[src/logic/ilo_pkg.sv]
// Package for the indexed literal offset decode and execute block
package ilo_pkg;
    localparam logic [7:0] ILO_OFFSET_MAX = 8'h5F;
    localparam logic [7:0] ILO_ACCESS_SPLIT = 8'h60;
    localparam logic [3:0] ILO_ACCESS_HIGH_BANK = 4'hF;
    localparam logic [5:0] ILO_OPC_ADD = 6'b0010_01;
    localparam logic [3:0] ILO_OPC_BSET = 4'b1000;
    localparam logic [6:0] ILO_OPC_FILE_ALL_ONES_OP = 7'b0110_100;
    localparam logic [7:0] ILO_ALL_ONES = 8'hFF;
    localparam logic [11:0] ILO_ADDR_RST = 12'h000;
    localparam logic [7:0] ILO_ACC_RST = 8'h00;
    localparam logic [4:0] ILO_FLAGS_RST = 5'h00;
    localparam int ILO_FLAG_C = 0;
    localparam int ILO_FLAG_DC = 1;
    localparam int ILO_FLAG_Z = 2;
    localparam int ILO_FLAG_OV = 3;
    localparam int ILO_FLAG_N = 4;
    typedef enum logic [1:0] {ILO_OP_NONE, ILO_OP_ADD, ILO_OP_BSET, ILO_OP_FILE_ALL_ONES_OP} ilo_op_t;
endpackage

[src/logic/ilo_decode.sv]
// Indexed literal offset operand decode and execute of add-W, bit-set, set-all-ones
module ilo_decode
    import ilo_pkg::*;
(
    input wire logic i_clk,
    input wire logic i_resetn,
    input wire logic i_ext_enable,
    input wire logic i_valid,
    input wire logic [15:0] i_opcode,
    input wire logic [11:0] i_pointer_two,
    input wire logic [3:0] i_bank_select,
    input wire logic [7:0] i_accum,
    input wire logic [7:0] i_file_data,
    input wire logic [4:0] i_flags,
    output logic [11:0] o_addr,
    output logic o_indexed,
    output logic o_done,
    output logic o_file_we,
    output logic [7:0] o_file_wdata,
    output logic o_accum_we,
    output logic [7:0] o_accum_wdata,
    output logic o_flags_we,
    output logic [4:0] o_flags
);
    typedef struct packed {
        logic ext_s1;
        logic ext_s2;
        logic [11:0] addr;
        logic indexed;
        logic done;
        logic file_we;
        logic [7:0] file_wdata;
        logic accum_we;
        logic [7:0] accum_wdata;
        logic flags_we;
        logic [4:0] flags;
    } ilo_state_t;

    ilo_state_t st_r;
    ilo_state_t st_nxt;
    ilo_op_t op;
    logic [7:0] farg;
    logic acc_flag;
    logic remap;
    logic [12:0] ea_sum;
    logic [11:0] ea;
    logic [8:0] sum;
    logic [4:0] nib;

    assign farg = i_opcode[7:0];
    assign acc_flag = i_opcode[8];
    // Remap only with enable set, a=0 and f at or below 5Fh
    assign remap = st_r.ext_s2 && !acc_flag && (farg <= ILO_OFFSET_MAX);
    assign ea_sum = {1'b0, i_pointer_two} + {5'h00, farg};

    always_comb begin
        if (remap) begin
            ea = ea_sum[11:0];
        end else if (acc_flag) begin
            ea = {i_bank_select, farg};
        end else if (farg < ILO_ACCESS_SPLIT) begin
            ea = {4'h0, farg};
        end else begin
            ea = {ILO_ACCESS_HIGH_BANK, farg};
        end
    end

    always_comb begin
        if (!remap) begin
            op = ILO_OP_NONE;
        end else if (i_opcode[15:10] == ILO_OPC_ADD) begin
            op = ILO_OP_ADD;
        end else if (i_opcode[15:12] == ILO_OPC_BSET) begin
            op = ILO_OP_BSET;
        end else if (i_opcode[15:9] == ILO_OPC_FILE_ALL_ONES_OP) begin
            op = ILO_OP_FILE_ALL_ONES_OP;
        end else begin
            op = ILO_OP_NONE;
        end
    end

    assign sum = {1'b0, i_accum} + {1'b0, i_file_data};
    assign nib = {1'b0, i_accum[3:0]} + {1'b0, i_file_data[3:0]};

    always_comb begin
        st_nxt = '0;
        st_nxt.ext_s1 = i_ext_enable;
        st_nxt.ext_s2 = st_r.ext_s1;
        st_nxt.addr = ea;
        st_nxt.indexed = remap;
        st_nxt.done = i_valid;
        st_nxt.flags = i_flags;
        if (i_valid) begin
            case (op)
                ILO_OP_ADD: begin
                    st_nxt.file_we = i_opcode[9];
                    st_nxt.accum_we = !i_opcode[9];
                    st_nxt.file_wdata = sum[7:0];
                    st_nxt.accum_wdata = sum[7:0];
                    st_nxt.flags_we = 1'b1;
                    st_nxt.flags[ILO_FLAG_C] = sum[8];
                    st_nxt.flags[ILO_FLAG_DC] = nib[4];
                    st_nxt.flags[ILO_FLAG_Z] = (sum[7:0] == 8'h00);
                    st_nxt.flags[ILO_FLAG_OV] = (i_accum[7] == i_file_data[7]) && (sum[7] != i_accum[7]);
                    st_nxt.flags[ILO_FLAG_N] = sum[7];
                end
                ILO_OP_BSET: begin
                    st_nxt.file_we = 1'b1;
                    st_nxt.file_wdata = i_file_data | (8'h01 << i_opcode[11:9]);
                end
                ILO_OP_FILE_ALL_ONES_OP: begin
                    st_nxt.file_we = 1'b1;
                    st_nxt.file_wdata = ILO_ALL_ONES;
                end
                default: begin
                    st_nxt.file_we = 1'b0;
                end
            endcase
        end
    end

    always_ff @(posedge i_clk) begin
        if (!i_resetn) begin
            st_r <= '{
                ext_s1: 1'b0,
                ext_s2: 1'b0,
                addr: ILO_ADDR_RST,
                indexed: 1'b0,
                done: 1'b0,
                file_we: 1'b0,
                file_wdata: ILO_ACC_RST,
                accum_we: 1'b0,
                accum_wdata: ILO_ACC_RST,
                flags_we: 1'b0,
                flags: ILO_FLAGS_RST
            };
        end else begin
            st_r <= st_nxt;
        end
    end

    assign o_addr = st_r.addr;
    assign o_indexed = st_r.indexed;
    assign o_done = st_r.done;
    assign o_file_we = st_r.file_we;
    assign o_file_wdata = st_r.file_wdata;
    assign o_accum_we = st_r.accum_we;
    assign o_accum_wdata = st_r.accum_wdata;
    assign o_flags_we = st_r.flags_we;
    assign o_flags = st_r.flags;
endmodule

[config.mk]
export PLATFORM = sky130hd
export DESIGN_NAME = ilo_decode
export DESIGN_NICKNAME = d
export VERILOG_FILES = /design/src/logic/ilo_pkg.sv /design/src/logic/ilo_decode.sv
export SDC_FILE = /design/constraint.sdc
export NUM_CORES = 1
export LEC_CHECK = 0
export BUFFER_PORTS_ARGS = -buffer_cell sky130_fd_sc_hd__buf_4
export CAP_MARGIN = 20
export CORE_ASPECT_RATIO = 1.25
export CORE_UTILIZATION = 42
export CTS_CLUSTER_SIZE = 24
export DETAILED_ROUTE_END_ITERATION = 7
export PLACE_DENSITY = 0.71
export SYNTH_ARGS = -nofsm -noshare
export SYNTH_HDL_FRONTEND = slang
export SYNTH_SLANG_ARGS = --single-unit
[constraint.sdc]
create_clock -name i_clk -period 2.95 [get_ports i_clk]
set_input_delay 0.4425 -clock i_clk [delete_from_list [all_inputs] [get_ports i_clk]]
set_output_delay 0.4425 -clock i_clk [all_outputs]
set_load 0.01 [all_outputs]
Word-level counts from Yosys, hierarchy flattened
Cells that the tools add are included.

Register bits: 40. Bits in latches: 0. Memory bits (writable): 0. Memory bits (read-only): 0. Input bits: 57. Output and inout bits: 38. Word-level logic and storage cells: 46. Memories: 0.

Add/sub/neg operators: 3. Multiply operators: 0. Div/mod/pow operators: 0. Order comparisons: 2. Equal/unequal tests: 8. Shifts and indexed selects: 1. Multiplexer cells: 11. Bitwise logic cells: 1. Reductions and logical operators: 9.

Operators by type and width (count): 12-bit two-way mux (3); 8-bit one-hot mux with 3 select lines (1); 12-bit by 8-bit adder with 12-bit output (1); 8-bit by 8-bit adder with 9-bit output (1); 8-bit by 7-bit less-or-equal comparator with 1-bit output (second input constant) (1); 8-bit zero test (1); 8-bit by 7-bit less-than comparator with 1-bit output (second input constant) (1); 2-bit two-way mux (4); 8-bit bitwise OR (1); 1-bit by 3-bit << shifter with 8-bit output (first input constant) (1); 7-bit by 6-bit == test with 1-bit output (second input constant) (1); 6-bit by 4-bit == test with 1-bit output (second input constant) (1); 6-bit two-way mux (1); 4-bit by 4-bit adder with 5-bit output (1); 5-bit two-way mux (1); 2-bit == test (second input constant) (2); 4-bit == test (second input constant) (1); 1-bit logical AND (3); 3-bit AND reduction (1); 2-bit by 1-bit == test with 1-bit output (second input constant) (1); 1-bit zero test (2); 1-bit one-hot mux with 2 select lines (1); 2-bit AND reduction (1); 2-bit OR reduction (1); other kinds (2) (2).

Longest topological paths before layout
Depth in word-level cells: 8. Gate-level depth with buffers: 9. Mapped depth without buffers: 9.

Worst setup path before layout
OpenSTA, ideal clock, no wires.

Kind: input to register. From: in i_opcode[0]. To: reg st_r (netlist bit o_addr[10]). Setup time: 0.124 ns. Arrival: 1.937 ns. Data required time: 2.826 ns. Slack: 0.889 ns. Stages: 8. Buffers on the path: 0. Cells stage by stage: ha_1 fa_1 a21o_1 a21oi_1 nor2b_1 o221a_2 xnor2_1 o22ai_1.

Cells in the longest elaborated chain, start to end: 4. Elaborated cells on any way between the ends: 7. Those cells by class: 1 x add/sub; 2 x order compare; 3 x mux; 1 x reduce/logical.

Ends and longest elaborated chain: start, declared (line ilo_decode.sv:9) `input wire logic [15:0] i_opcode,`; 8-bit by 7-bit less-than comparator with 1-bit output (line ilo_decode.sv:61) `end else if (farg < ILO_ACCESS_SPLIT) begin`; 12-bit two-way mux (line ilo_decode.sv:61); 12-bit two-way mux (line ilo_decode.sv:59) `end else if (acc_flag) begin`; 12-bit two-way mux * (line ilo_decode.sv:57) `if (remap) begin`; end signal, assigned (line ilo_decode.sv:124) `st_r <= '{`; end signal, assigned (line ilo_decode.sv:138) `st_r <= st_nxt;`; end, declared (line ilo_decode.sv:39) `ilo_state_t st_r;`.

Mark *: on every way between the ends. The rest lies on a longest branch, timed or not. A chain may end at the register's enable or synchronous reset.

Worst setup path in the final report
Same ends and word-level chain as after synthesis.

==> flow_summary.json <==
{
  "critical_path_class": "in -> reg",
  "fin_crit_sh_pct": 68.9,
  "via_per_inst": 5.15,
  "dieArea_um2": 6200,
  "maxSlewViolCount": 0,
  "gr-total-overflow": 0,
  "core_area_um2": 5560,
  "timing.fmax_mhz": 492,
  "crit_required_ns": 3.12,
  "critPathTopFamily": "compound AO/OA/AOI/OAI gates",
  "crit_chain": "buf_4, ha_1, fa_1, a21o_1, a21oi_1, nor2b_1, o221a_2, xnor2_1, o22ai_1",
  "clock_skew_ns": 0.00192,
  "drtIter0Drc": 58,
  "final-seq-area_um2": 801,
  "wirelength_mm": 5.38,
  "grt_start_max_net_pins": 23,
  "dr.pass1.iters": 6,
  "post_synth.cell_area_avg_um2": 8.83,
  "cts_resized": 0,
  "multiInputGateArea_um2": 1370,
  "timing.final.hold_violations": 0,
  "maxCapViolations": 0,
  "power_per_cell_area_nw_per_um2": 397,
  "tritoncts": "yes",
  "crit_path_max_fanout": 3,
  "num-fill-cells": 525,
  "wire_per_inst_um": 13.2,
  "numClockSinks": 40,
  "fin_area_um2": 3080,
  "grt_pass1_vias": 2012,
  "syn_area_um2": 2470,
  "portBuffers": 94,
  "final_cell_mix": "94 x buf_4, 40 x dfxtp_1, 24 x nor2_1",
  "area_growth_pct": 24.7,
  "clk_pin_slew_ns": 0.07,
  "post-route-drc-count": 14,
  "dpl.hpwl_mm": 4.42,
  "cp-end-kind": "flop",
  "p_leak_nw": 1.51,
  "min_path_type": "in -> reg",
  "finalSetupViolCount": 0,
  "die_h_um": 87.8,
  "final_net_count": 418,
  "period_minus_slack_ns": 2.03,
  "synth.distinct_cells": 54,
  "clk_latency_ns": 0.29,
  "cts_hold_buf": 0,
  "routabilityCongestion": 0.836,
  "synth-edff-count": 0,
  "initial_core_util_pct": 44.5,
  "yosys.area.top_type": "dfxtp_1",
  "numCtsBuffers": 5,
  "grt_usage_pct": 17.8,
  "drive_gt1_share_pct": 33.4,
  "antenna_found_initial": 0,
  "layout_commonest_cell": "buf_4",
  "utilization_pct": 55.5,
  "slowest_stage": "fa_1",
  "die_w_um": 70.6,
  "cts_root_buf": "clkbuf_8",
  "violations": "DRC",
  "synthArstFlopShare_pct": 0,
  "h-tree-depth": 2,
  "grt_pass1_wl_mm": 8.61,
  "max_slew_margin_pct": 61.6,
  "ys_warn_count": 0,
  "ios": 95,
  "rows": 30,
  "cts_setup_buffers": 0,
  "yosys-top-cells-area": "dfxtp_1 32%, buf_4 10%, ha_1 8.1%",
  "hold_ws_ns": 0.364,
  "ys_ff_latch": 40,
  "yosys.area.top_type_share_pct": 32.4,
  "tns_ns": 0,
  "n_antenna_cell": 0,
  "critPathBufInv": 1,
  "yosysSeqAreaShare_pct": 32.4,
  "rsz0062_at_grt": "no",
  "status": "complete, but fails checks",
  "critPathLaunchType": "primary input",
  "synth_cells": 280,
  "yosys_most_used_dff": "dfxtp_1",
  "ant_nets": 0,
  "vdd_drop_max_mv": 0.165,
  "cts_max_path_buffers": 2,
  "worst_pin_slew_ns": 0.569,
  "via_count": 2102,
  "syn_nets": 355,
  "cp.arrival_ns": 2.20,
  "max_stage_delay_ns": 0.40,
  "postPlaceCellArea_um2": 2990
}
flip-flops by register name, indices dropped and copies added, names as in the netlist:
signal         cells
o_accum_wdata      8
o_accum_we         1
o_addr            12
o_done             1
o_file_wdata       8
o_file_we          1
o_flags            5
o_flags_we         1
o_indexed          1
st_nxt             1
st_r               1
cell usage after synthesis (2+ instances only):
cell / instances
a211oi_1: 2
a21boi_0: 3
a21o_1: 7
a21oi_1: 16
a31oi_1: 3
and2_1: 10
and3_1: 2
and4b_1: 2
buf_4: 33
clkbuf_1: 4
dfxtp_1: 40
fa_1: 2
ha_1: 16
inv_1: 8
nand2_1: 17
nand2_4: 2
nand2b_1: 2
nand3_1: 2
nand4_1: 4
nor2_1: 24
nor2b_1: 8
nor3_1: 4
nor3b_1: 3
o211ai_1: 2
o21a_1: 5
o21ai_0: 11
o21bai_1: 2
o22a_1: 2
o22ai_1: 4
o31a_1: 2
o32a_1: 2
or2_2: 2
or3_1: 2
xnor2_1: 6
xor2_1: 7
final timing paths:
path / slack [ns] / from / depth (start not counted) / end
worst min-delay path: 0.36 / i_ext_enable / 2 / st_nxt[38]
worst min register to register: 0.45 / st_nxt[38] / 1 / st_r[38]
worst max-delay path: 0.92 / i_opcode[0] / 9 / o_addr[10]
worst max register to register: 1.33 / st_r[38] / 4 / o_file_wdata[1]
cell families after synthesis:
family                     after synthesis  share of synthesized area, %
buffers and inverters                   47                          12.2
DFF                                     40                          32.4
xor gates and xnor gates                13                          4.60
adders and majority gates               18                          9.71
and+or+nand+nor                         92                          21.4
AOI/OAI and AO/OA                       70                          19.6
metal layers:
metal	vias up	GRT usage (%)	part of all wire, %
met5	-	0	0
met4	0	6.91	2.0
met3	10	5.18	6.2
met2	67	34.6	52
met1	947	17.9	40
li1	1078	-	-
layout make-up:
class	count	area share, %
Clock buffer	6	2.68
Clock inverter	2	0.325
Sequential cell	40	26.0
Timing Repair Buffer	94	22.9
Tap cell	64	2.60
Inverter	9	1.14
Multi-Input combinational cell	193	44.4
per-stage QoR:
stage | power, mW | instances | setup WS, ns
CTS | 1.24 | 408 | 0.929
detailed placement | 0.868 | 400 | 0.618
global placement | 0.864 | 400 | 0.651
global route | 1.29 | 408 | 0.838
floorplan | 0.760 | 280 | 0.889
finish | 1.23 | 408 | 0.918
power breakdown:
part | leakage [nW] | total, mW | switching [mW] | internal, mW
logic | 1.13 | 0.295 | 0.144 | 0.151
registers | 0.328 | 0.560 | 0.00439 | 0.556
clock network | 0.0510 | 0.370 | 0.184 | 0.187
total | 1.51 | 1.23 | 0.332 | 0.893
(Power assumes the default switching activity.)
